<file path="src/shared/asrbt_pkg.sv">
package asrbt_pkg;

  // Clock period in picoseconds (125 MHz)
  localparam int unsigned CLK_PERIOD_PS = 8000;

  // Speed grade selector values
  localparam logic GRADE_FAST = 1'b0;
  localparam logic GRADE_SLOW = 1'b1;

  // Address and data widths
  localparam int unsigned ADDR_W = 20;
  localparam int unsigned DATA_W = 16;

  // Device timing figures in ns, fast grade
  localparam int unsigned READ_PERIOD_MIN_F_NS = 45;
  localparam int unsigned ADDR_TO_DATA_DELAY_F_NS = 45;
  localparam int unsigned DRIVE_TO_DATA_DELAY_F_NS = 25;
  localparam int unsigned FLOAT_DELAY_F_NS = 15;
  localparam int unsigned LANE_FLOAT_DELAY_F_NS = 20;
  localparam int unsigned WRITE_PERIOD_F_NS = 45;
  localparam int unsigned SELECT_TO_END_F_NS = 40;
  localparam int unsigned STROBE_WIDTH_F_NS = 35;
  localparam int unsigned DATA_OVERLAP_MIN_F_NS = 20;

  // Device timing figures in ns, slow grade
  localparam int unsigned READ_PERIOD_MIN_S_NS = 55;
  localparam int unsigned ADDR_TO_DATA_DELAY_S_NS = 55;
  localparam int unsigned DRIVE_TO_DATA_DELAY_S_NS = 30;
  localparam int unsigned FLOAT_DELAY_S_NS = 20;
  localparam int unsigned LANE_FLOAT_DELAY_S_NS = 25;
  localparam int unsigned WRITE_PERIOD_S_NS = 55;
  localparam int unsigned SELECT_TO_END_S_NS = 50;
  localparam int unsigned STROBE_WIDTH_S_NS = 45;
  localparam int unsigned DATA_OVERLAP_MIN_S_NS = 25;

  // Least-time conversion, rounding up, at least one cycle
  function automatic int unsigned ns_to_cyc(input int unsigned ns);
    int unsigned c;
    c = (ns * 1000 + CLK_PERIOD_PS - 1) / CLK_PERIOD_PS;
    return (c == 0) ? 1 : c;
  endfunction

  // Cycle counts derived from the figures
  localparam int unsigned READ_CYC_F = ns_to_cyc(READ_PERIOD_MIN_F_NS);
  localparam int unsigned READ_CYC_S = ns_to_cyc(READ_PERIOD_MIN_S_NS);
  localparam int unsigned STROBE_CYC_F = ns_to_cyc(STROBE_WIDTH_F_NS);
  localparam int unsigned STROBE_CYC_S = ns_to_cyc(STROBE_WIDTH_S_NS);
  localparam int unsigned WRITE_CYC_F = ns_to_cyc(WRITE_PERIOD_F_NS);
  localparam int unsigned WRITE_CYC_S = ns_to_cyc(WRITE_PERIOD_S_NS);
  localparam int unsigned FLOAT_CYC_F = ns_to_cyc(LANE_FLOAT_DELAY_F_NS);
  localparam int unsigned FLOAT_CYC_S = ns_to_cyc(LANE_FLOAT_DELAY_S_NS);
  localparam int unsigned CNT_W = 4;

  // Pins toward the memory
  typedef struct packed {
    logic [ADDR_W-1:0] addr;
    logic chip_select_n;
    logic chip_select_high_active;
    logic write_strobe_n;
    logic output_enable_n;
    logic lower_lane_select_n;
    logic upper_lane_select_n;
  } asrbt_pins_t;

  // User request
  typedef struct packed {
    logic write;
    logic [ADDR_W-1:0] addr;
    logic [DATA_W-1:0] wdata;
    logic [1:0] lanes;
  } asrbt_req_t;

endpackage
</file>
<file path="src/core/asrbt_host.sv">
`timescale 1ns/1ps
// Functional notes
// - Write only with both selects, strobe, lane
// - Write strobe stays high during reads
// - Address stable before selects assert
// - Address, selects held; write period respected
// - Lane selects held through write pulse
// - Write data valid before and after end
// - Output enable high during writes
// - No write drive while memory drives
module asrbt_host
  #(
  parameter logic SPEED_GRADE = asrbt_pkg::GRADE_FAST
  )
  (
  input wire logic sys_clk,
  input wire logic reset_n,
  input wire logic req_valid,
  input wire asrbt_pkg::asrbt_req_t req,
  output logic req_ready,
  output logic rsp_valid,
  output logic [asrbt_pkg::DATA_W-1:0] rsp_rdata,
  input wire logic retention_req,
  output logic retention_active,
  output asrbt_pkg::asrbt_pins_t pins,
  input wire logic [asrbt_pkg::DATA_W-1:0] shared_data_bus_in,
  output logic [asrbt_pkg::DATA_W-1:0] shared_data_bus_out,
  output logic [asrbt_pkg::DATA_W-1:0] shared_data_bus_oe_n
  );

  // Grade-dependent cycle counts
  localparam logic [3:0] READ_CYC = 4'((SPEED_GRADE == asrbt_pkg::GRADE_SLOW) ?
    asrbt_pkg::READ_CYC_S : asrbt_pkg::READ_CYC_F);
  localparam logic [3:0] STROBE_CYC = 4'((SPEED_GRADE == asrbt_pkg::GRADE_SLOW) ?
    asrbt_pkg::STROBE_CYC_S : asrbt_pkg::STROBE_CYC_F);
  localparam logic [3:0] WRITE_CYC = 4'((SPEED_GRADE == asrbt_pkg::GRADE_SLOW) ?
    asrbt_pkg::WRITE_CYC_S : asrbt_pkg::WRITE_CYC_F);
  localparam logic [3:0] FLOAT_CYC = 4'((SPEED_GRADE == asrbt_pkg::GRADE_SLOW) ?
    asrbt_pkg::FLOAT_CYC_S : asrbt_pkg::FLOAT_CYC_F);

  // Sequencer states
  typedef enum logic [2:0] {
    ST_IDLE, ST_SETUP, ST_READ, ST_TURN, ST_WSETUP, ST_WPULSE, ST_WEND, ST_RETAIN
  } asrbt_state_t;

  asrbt_state_t state; // Current state
  asrbt_state_t next_state; // Next state
  asrbt_pkg::asrbt_req_t held; // Latched request
  logic [asrbt_pkg::DATA_W-1:0] sync1; // Data bus synchroniser, first stage
  logic [asrbt_pkg::DATA_W-1:0] sync2; // Data bus synchroniser, second stage
  logic ret_s1; // Retention request, first stage
  logic ret_s2; // Retention request, second stage
  logic t_load; // Timer load pulse
  logic [3:0] t_value; // Timer load value
  logic t_done; // Timer expired
  logic sample_cnt; // Extra cycle for synchroniser latency
  logic next_sample_cnt; // Next sample counter

  // Shared countdown timer
  asrbt_timer u_timer
    (
    .sys_clk(sys_clk),
    .reset_n(reset_n),
    .load(t_load),
    .value(t_value),
    .done(t_done)
    );

  // Decoded conditions
  // Taken only while ready is shown, so a shown ready always means taken
  wire take_req = (state == ST_IDLE) && req_valid && req_ready;
  wire go_retain = (state == ST_IDLE) && ret_s2;

  // Timer loads on state entry
  always_comb
  begin
    t_load = 1'b0;
    t_value = '0;
    next_state = state;
    next_sample_cnt = sample_cnt;
    unique case (state)
      ST_IDLE:
      begin
        // A request already shown as taken wins over retention
        if (take_req)
          next_state = ST_SETUP;
        else if (go_retain)
        begin
          t_load = 1'b1;
          t_value = READ_CYC;
          next_state = ST_RETAIN;
        end
      end
      ST_SETUP:
      begin
        // Address settles one cycle before selects
        t_load = 1'b1;
        t_value = held.write ? FLOAT_CYC : READ_CYC;
        next_sample_cnt = 1'b0;
        next_state = held.write ? ST_TURN : ST_READ;
      end
      ST_READ:
      begin
        // Wait full access, then two synchroniser cycles
        if (t_done)
        begin
          next_sample_cnt = 1'b1;
          if (sample_cnt)
            next_state = ST_IDLE;
        end
      end
      ST_TURN:
      begin
        // Let any previous read drivers float
        if (t_done)
          next_state = ST_WSETUP;
      end
      ST_WSETUP:
      begin
        t_load = 1'b1;
        t_value = STROBE_CYC;
        next_state = ST_WPULSE;
      end
      ST_WPULSE:
      begin
        if (t_done)
          next_state = ST_WEND;
      end
      ST_WEND:
      begin
        next_state = ST_IDLE;
      end
      ST_RETAIN:
      begin
        // Timer kept full while supply is low, then a read period of recovery
        if (ret_s2)
        begin
          t_load = 1'b1;
          t_value = READ_CYC;
        end
        else if (t_done)
          next_state = ST_IDLE;
      end
    endcase
  end

  // State, request latch and synchronisers
  always_ff @(posedge sys_clk)
  begin
    if (!reset_n)
    begin
      state <= ST_IDLE;
      held <= '0;
      sync1 <= '0;
      sync2 <= '0;
      ret_s1 <= 1'b0;
      ret_s2 <= 1'b0;
      sample_cnt <= 1'b0;
    end
    else
    begin
      state <= next_state;
      if (take_req)
        held <= req;
      sync1 <= shared_data_bus_in;
      sync2 <= sync1;
      ret_s1 <= retention_req;
      ret_s2 <= ret_s1;
      sample_cnt <= next_sample_cnt;
    end
  end

  // Pin decode for the coming state; selects and lanes stay on through WEND
  // so that the strobe rises while the write is still fully selected
  wire sel_on = (next_state == ST_READ) || (next_state == ST_TURN)
    || (next_state == ST_WSETUP) || (next_state == ST_WPULSE) || (next_state == ST_WEND);
  wire rd_on = (next_state == ST_READ);
  // No strobe without a lane: an empty lane mask is a no-op write
  wire wr_on = (next_state == ST_WPULSE) && (held.lanes != 2'h0);
  wire drv_on = (next_state == ST_WSETUP) || (next_state == ST_WPULSE)
    || (next_state == ST_WEND);

  // Registered pins; outputs change only from flops
  always_ff @(posedge sys_clk)
  begin
    if (!reset_n)
    begin
      pins <= '{addr: '0, chip_select_n: 1'b1, chip_select_high_active: 1'b0,
        write_strobe_n: 1'b1, output_enable_n: 1'b1, lower_lane_select_n: 1'b1,
        upper_lane_select_n: 1'b1};
      shared_data_bus_out <= '0;
      shared_data_bus_oe_n <= '1;
      req_ready <= 1'b0;
      rsp_valid <= 1'b0;
      rsp_rdata <= '0;
      retention_active <= 1'b0;
    end
    else
    begin
      pins.addr <= (take_req) ? req.addr : held.addr;
      pins.chip_select_n <= !sel_on;
      pins.chip_select_high_active <= sel_on;
      pins.write_strobe_n <= !wr_on;
      pins.output_enable_n <= !rd_on;
      pins.lower_lane_select_n <= !(sel_on && held.lanes[0]);
      pins.upper_lane_select_n <= !(sel_on && held.lanes[1]);
      shared_data_bus_out <= held.wdata;
      shared_data_bus_oe_n <= {asrbt_pkg::DATA_W{!drv_on}};
      req_ready <= (next_state == ST_IDLE) && !ret_s2;
      rsp_valid <= (state == ST_READ) && (next_state == ST_IDLE);
      if ((state == ST_READ) && (next_state == ST_IDLE))
        rsp_rdata <= sync2;
      retention_active <= (next_state == ST_RETAIN);
    end
  end

  // Assertions
  chk_write_needs_sel: assert property (@(posedge sys_clk) disable iff (!reset_n)
    !pins.write_strobe_n |-> !pins.chip_select_n && pins.chip_select_high_active
    && !(pins.lower_lane_select_n && pins.upper_lane_select_n))
    else $error("write strobe without full select");
  chk_read_strobe_high: assert property (@(posedge sys_clk) disable iff (!reset_n)
    !pins.output_enable_n |-> pins.write_strobe_n)
    else $error("strobe low while reading");
  chk_write_no_oe: assert property (@(posedge sys_clk) disable iff (!reset_n)
    !pins.write_strobe_n |-> pins.output_enable_n)
    else $error("output enable low during write");
  chk_strobe_width: assert property (@(posedge sys_clk) disable iff (!reset_n)
    $fell(pins.write_strobe_n) |-> !pins.write_strobe_n [*5])
    else $error("write pulse too short");
  chk_data_before_end: assert property (@(posedge sys_clk) disable iff (!reset_n)
    $rose(pins.write_strobe_n) |-> !$past(shared_data_bus_oe_n[0], 3)
    && !shared_data_bus_oe_n[0])
    else $error("write data not held around end of write");
  chk_no_overlap: assert property (@(posedge sys_clk) disable iff (!reset_n)
    !shared_data_bus_oe_n[0] |-> pins.output_enable_n)
    else $error("drive while memory may drive");
  chk_read_wait: assert property (@(posedge sys_clk) disable iff (!reset_n)
    $fell(pins.output_enable_n) |-> (!pins.output_enable_n) [*6])
    else $error("read access shorter than minimum");
  chk_addr_stable: assert property (@(posedge sys_clk) disable iff (!reset_n)
    !pins.chip_select_n && !$fell(pins.chip_select_n) |-> $stable(pins.addr))
    else $error("address moved while selected");
  chk_retain_desel: assert property (@(posedge sys_clk) disable iff (!reset_n)
    retention_active |-> pins.chip_select_n)
    else $error("selected during retention");
  chk_sel_before_we: assert property (@(posedge sys_clk) disable iff (!reset_n)
    $fell(pins.write_strobe_n) |-> !$past(pins.chip_select_n))
    else $error("select not before strobe");

  cov_read: cover property (@(posedge sys_clk) disable iff (!reset_n) rsp_valid);
  cov_write: cover property (@(posedge sys_clk) disable iff (!reset_n)
    $rose(pins.write_strobe_n));
  cov_retain: cover property (@(posedge sys_clk) disable iff (!reset_n)
    $fell(retention_active));

endmodule

</file>
<file path="src/core/asrbt_timer.sv">
`timescale 1ns/1ps
module asrbt_timer
  (
  input wire logic sys_clk,
  input wire logic reset_n,
  input wire logic load,
  input wire logic [asrbt_pkg::CNT_W-1:0] value,
  output logic done
  );

  // Remaining cycles
  logic [asrbt_pkg::CNT_W-1:0] count;

  // Done when the count has run out and no load is pending
  assign done = (count == '0) && !load;

  // Load or count down
  always_ff @(posedge sys_clk)
  begin
    if (!reset_n)
      count <= '0;
    else if (load)
      count <= value;
    else if (count != '0)
      count <= count - 4'h1;
  end

endmodule

</file>
<file path="config.mk">
export PLATFORM = sky130hd
export DESIGN_NAME = asrbt_host
export DESIGN_NICKNAME = d
export VERILOG_FILES = /design/src/shared/asrbt_pkg.sv /design/src/core/asrbt_host.sv /design/src/core/asrbt_timer.sv
export SDC_FILE = /design/constraint.sdc
export NUM_CORES = 1
export LEC_CHECK = 0
export ABC_AREA = 1
export BUFFER_PORTS_ARGS = -buffer_cell sky130_fd_sc_hd__buf_4
export CAP_MARGIN = 25
export CORE_UTILIZATION = 50
export CTS_CLUSTER_DIAMETER = 50
export CTS_CLUSTER_SIZE = 12
export DETAILED_ROUTE_END_ITERATION = 6
export GPL_TIMING_DRIVEN = 0
export PLACE_DENSITY = 0.78
export SYNTH_ARGS = -nofsm -noshare
export SYNTH_HDL_FRONTEND = slang
export SYNTH_SLANG_ARGS = --single-unit
</file>
<file path="constraint.sdc">
create_clock -name sys_clk -period 4.94 [get_ports sys_clk]
set_input_delay 0.988 -clock sys_clk [delete_from_list [all_inputs] [get_ports sys_clk]]
set_output_delay 0.988 -clock sys_clk [all_outputs]
set_load 0.005 [all_outputs]
</file>
==> results.md <==
* Peak supply drop at 0.3377 mV
* Critical path class: reg -> out
* Syn nets at 676
* DR vias/cell at 4.678
* Die Span X at 102.2 um
* Hold WC Path Type: reg -> reg
* Crit-path max FO at 16
* Register area at 2863 um2
* Slew @ Worst Pin at 0.7370 ns
* Setup crit end kind: output pin
* Initial Util at 0.5138
* Combinational fraction of design power at 0.281
* H-tree Lvls at 4
* Total track usage at 0.2213
* Core ar. at 9774 um2
* Vias at 4280
* Clock power share at 0.342
* Clock transition at path regs at 0.06 ns
* F_max at 417.8 MHz
* Worst stage delay on the critical path at 0.60 ns
* Die Span Y at 102.2 um
* Initial antenna violation count at 0
* Most common cell in the netlist: dfxtp_1
* Final Setup Violations at 0
* Post-CTS sizing at 0
* Critical path startpoint category: flop
* DIE AREA at 10450 um2
* Layout cells sized above 1 at 0.2596
* Clock latency on the worst-skew pair at 0.52 ns
* Fill cells at 785
* Net switching fraction of the power at 0.3194
* MaxCap Viol Count at 0
* DRT Pass-1 Iters at 5
* Leakage at 3.399 nW
* RSZ-0062 raised after global routing: no
* Synth area leader: dfxtp_1
* Netlist cell types at 30
* Vias in the first global route at 3917
* Post-Syn Area at 5022 um2
* Site row count at 36
* R2R Setup Slk at 2.64 ns
* Buf+Inv Stages, Crit Path at 2
* Iteration-0 DRC Markers at 165
* Slowest CP cell: dfxtp_1
* Yosys top cell area share at 0.5700
* Total power at 3.649 mW
* Fin. Hold Viols at 0
* CTS hold repair buffers at 0
* I/O Pins at 136
* Worst slew margin at 0.5060
* Top cells by count, synth: 143 x dfxtp_1, 139 x nand2_1, 119 x inv_1, 46 x nand3_1, 44 x a21oi_1
* Hpwl dp at 7.966 mm
* CP dominant cell by count: buf_4
* Synth top area cells: dfxtp_1 57%, nand2_1 10%, inv_1 8.9%, nand3_1 4.6%, a21oi_1 4.4%
* Worst Path Required at 3.95 ns
* Cells along the critical path: buf_4, buf_4
* Average cell area after synthesis at 8.153 um2
* Setup tns final at 0 ns
* Top FF cell, synth: dfxtp_1
* Drt total wl at 11.24 mm
* Longest Clk Path Bufs at 2
* Setup Skew at 0.007960 ns
* Clk sinks at 143
* Routability cong. at 0.8250
* Number of enable flip-flop cells after synthesis at 0
* NumNets Final at 829
* Yosys warns at 0
* First-pass GRT wire length at 17.59 mm
* Root Buffer: clkbuf_8
* CP top delay family: flip-flops
* Net Switching at 1.166 mW
* Setup Buffers After CTS at 0
* CTS tree: built
* Tcrit/Tclk final at 0.4845
* Synth Instances at 616
* Post-synthesis async set-or-reset flop share at 0
* Largest net degree at the start of global routing at 17
* Outcome: finished, final reports clean
* Cell-internal power at 2.484 mW
* Diode count at 0
* Sequential area share after synthesis at 0.5700
* WL per Instance at 12.28 um
* Power density over cell area at 538.2 nW/um2
* Multi-input logic area at 1443 um2
* Slew Limit Fails at 0
* Area grow syn2layout at 35.00%
* Drc violations at 0
* Synthesis-stage register bit count at 143
* Global-route congestion overflow total at 0
* Final min period at 2.394 ns
* Crit path arrival time at 1.41 ns
* Sequential fraction of design power at 0.376
* Clock buffer count from CTS at 17
* I/O Buffers at 134
* Routed Antenna Nets at 0
## kinds of logic (layout without fill, tap and decap cells)
| logic type | after synthesis | count (layout) | share of synthesized area |
|---|---|---|---|
| AOI/OAI and AO/OA | 55 | 55 | 0.05605 |
| xor gates and xnor gates | 2 | 2 | 0.003488 |
| adders and majority gates | 1 | 1 | 0.002491 |
| buffers and inverters | 170 | 336 | 0.1427 |
| DFF | 143 | 143 | 0.5700 |
| and+or+nand+nor | 245 | 245 | 0.2252 |
## cell type report
cell class              instances  share of cell area
plain buffers                  47             0.03765
clock buffers                  18             0.06164
clock inverters                14             0.02473
inverters                     123             0.06809
multi-input cells             303              0.2128
flip-flops and latches        143              0.4222
well taps                     133             0.02454
repair buffers                134              0.1484
## through the flow
step	cells	hold WS (ns)	area, um2	utilization	setup slack (ns)
after floorplan	616	0.3651	5022	-	2.609
after global placement	883	0.3755	6195	0.6338	2.235
after detailed placement	883	0.3772	6195	0.6338	2.154
after CTS	915	0.3982	6780	0.6937	2.489
after global routing	915	0.4217	6780	0.6937	2.412
final	915	0.4037	6780	0.6937	2.546
## layer usage
metal	track usage	share of wire	vias to the layer above
li1	-	-	2168
met1	0.2520	0.41	1979
met2	0.3831	0.52	118
met3	0.06635	0.056	15
met4	0.09890	0.014	0
met5	0	0	-
## power groups by stage
stage / Clock [mW] / Combinational (mW) / Sequential (mW)
2_1_floorplan: 0 / 0.672 / 1.39
3_3_place_gp: 0 / 0.982 / 1.39
3_5_place_dp: 0 / 1.01 / 1.39
4_1_cts: 1.26 / 1.02 / 1.37
5_1_grt: 1.32 / 1.15 / 1.39
6_report: 1.25 / 1.03 / 1.37
## layout by cell type, fill, tap and decap left out
cell and n:
buf_4 150, dfxtp_1 143, nand2_1 139, inv_1 119, nand3_1 46, a21oi_1 44, nor2_1 26, clkbuf_1 26
nand4_1 18, clkbuf_16 16, o21ai_0 9, clkinv_2 4, buf_2 3, nor2_2 3, inv_2 3, nand2_2 3
bufinv_16 3, clkinvlp_4 3, clkinv_4 3, xor2_1 2, nand3_4 2, buf_6 2, nand3_2 1, nor2_4 1
nand4_2 1, o2111ai_1 1, clkinv_1 1, o31ai_1 1, nand4_4 1, nor2_8 1, nor3_2 1, buf_1 1
nor4_1 1, nor3_1 1, ha_1 1, clkbuf_8 1, inv_6 1
## registers in the layout, summed over array words and instances (netlist names), 3 cells and up
name and flops:
held 39, pins 26, rsp_rdata 16, shared_data_bus_out 16, state 3, sync1 16
sync2 16, u_timer.count 4
## final timing paths
| check | start | end | cells after the start |
|---|---|---|---|
| setup / recovery | shared_data_bus_oe_n[0]$_SDFF_PN1_ | shared_data_bus_oe_n[15] | 2 |
| hold / removal | held[1]$_SDFFE_PN0P_ | pins[0]$_SDFF_PN1_ | 1 |
| setup reg to reg | u_timer.count[0]$_SDFFE_PN0P_ | rsp_rdata[12]$_SDFFE_PN0P_ | 13 |
| hold reg to reg | held[1]$_SDFFE_PN0P_ | pins[0]$_SDFF_PN1_ | 1 |
No activity file was read; power rests on OpenSTA's default activity.
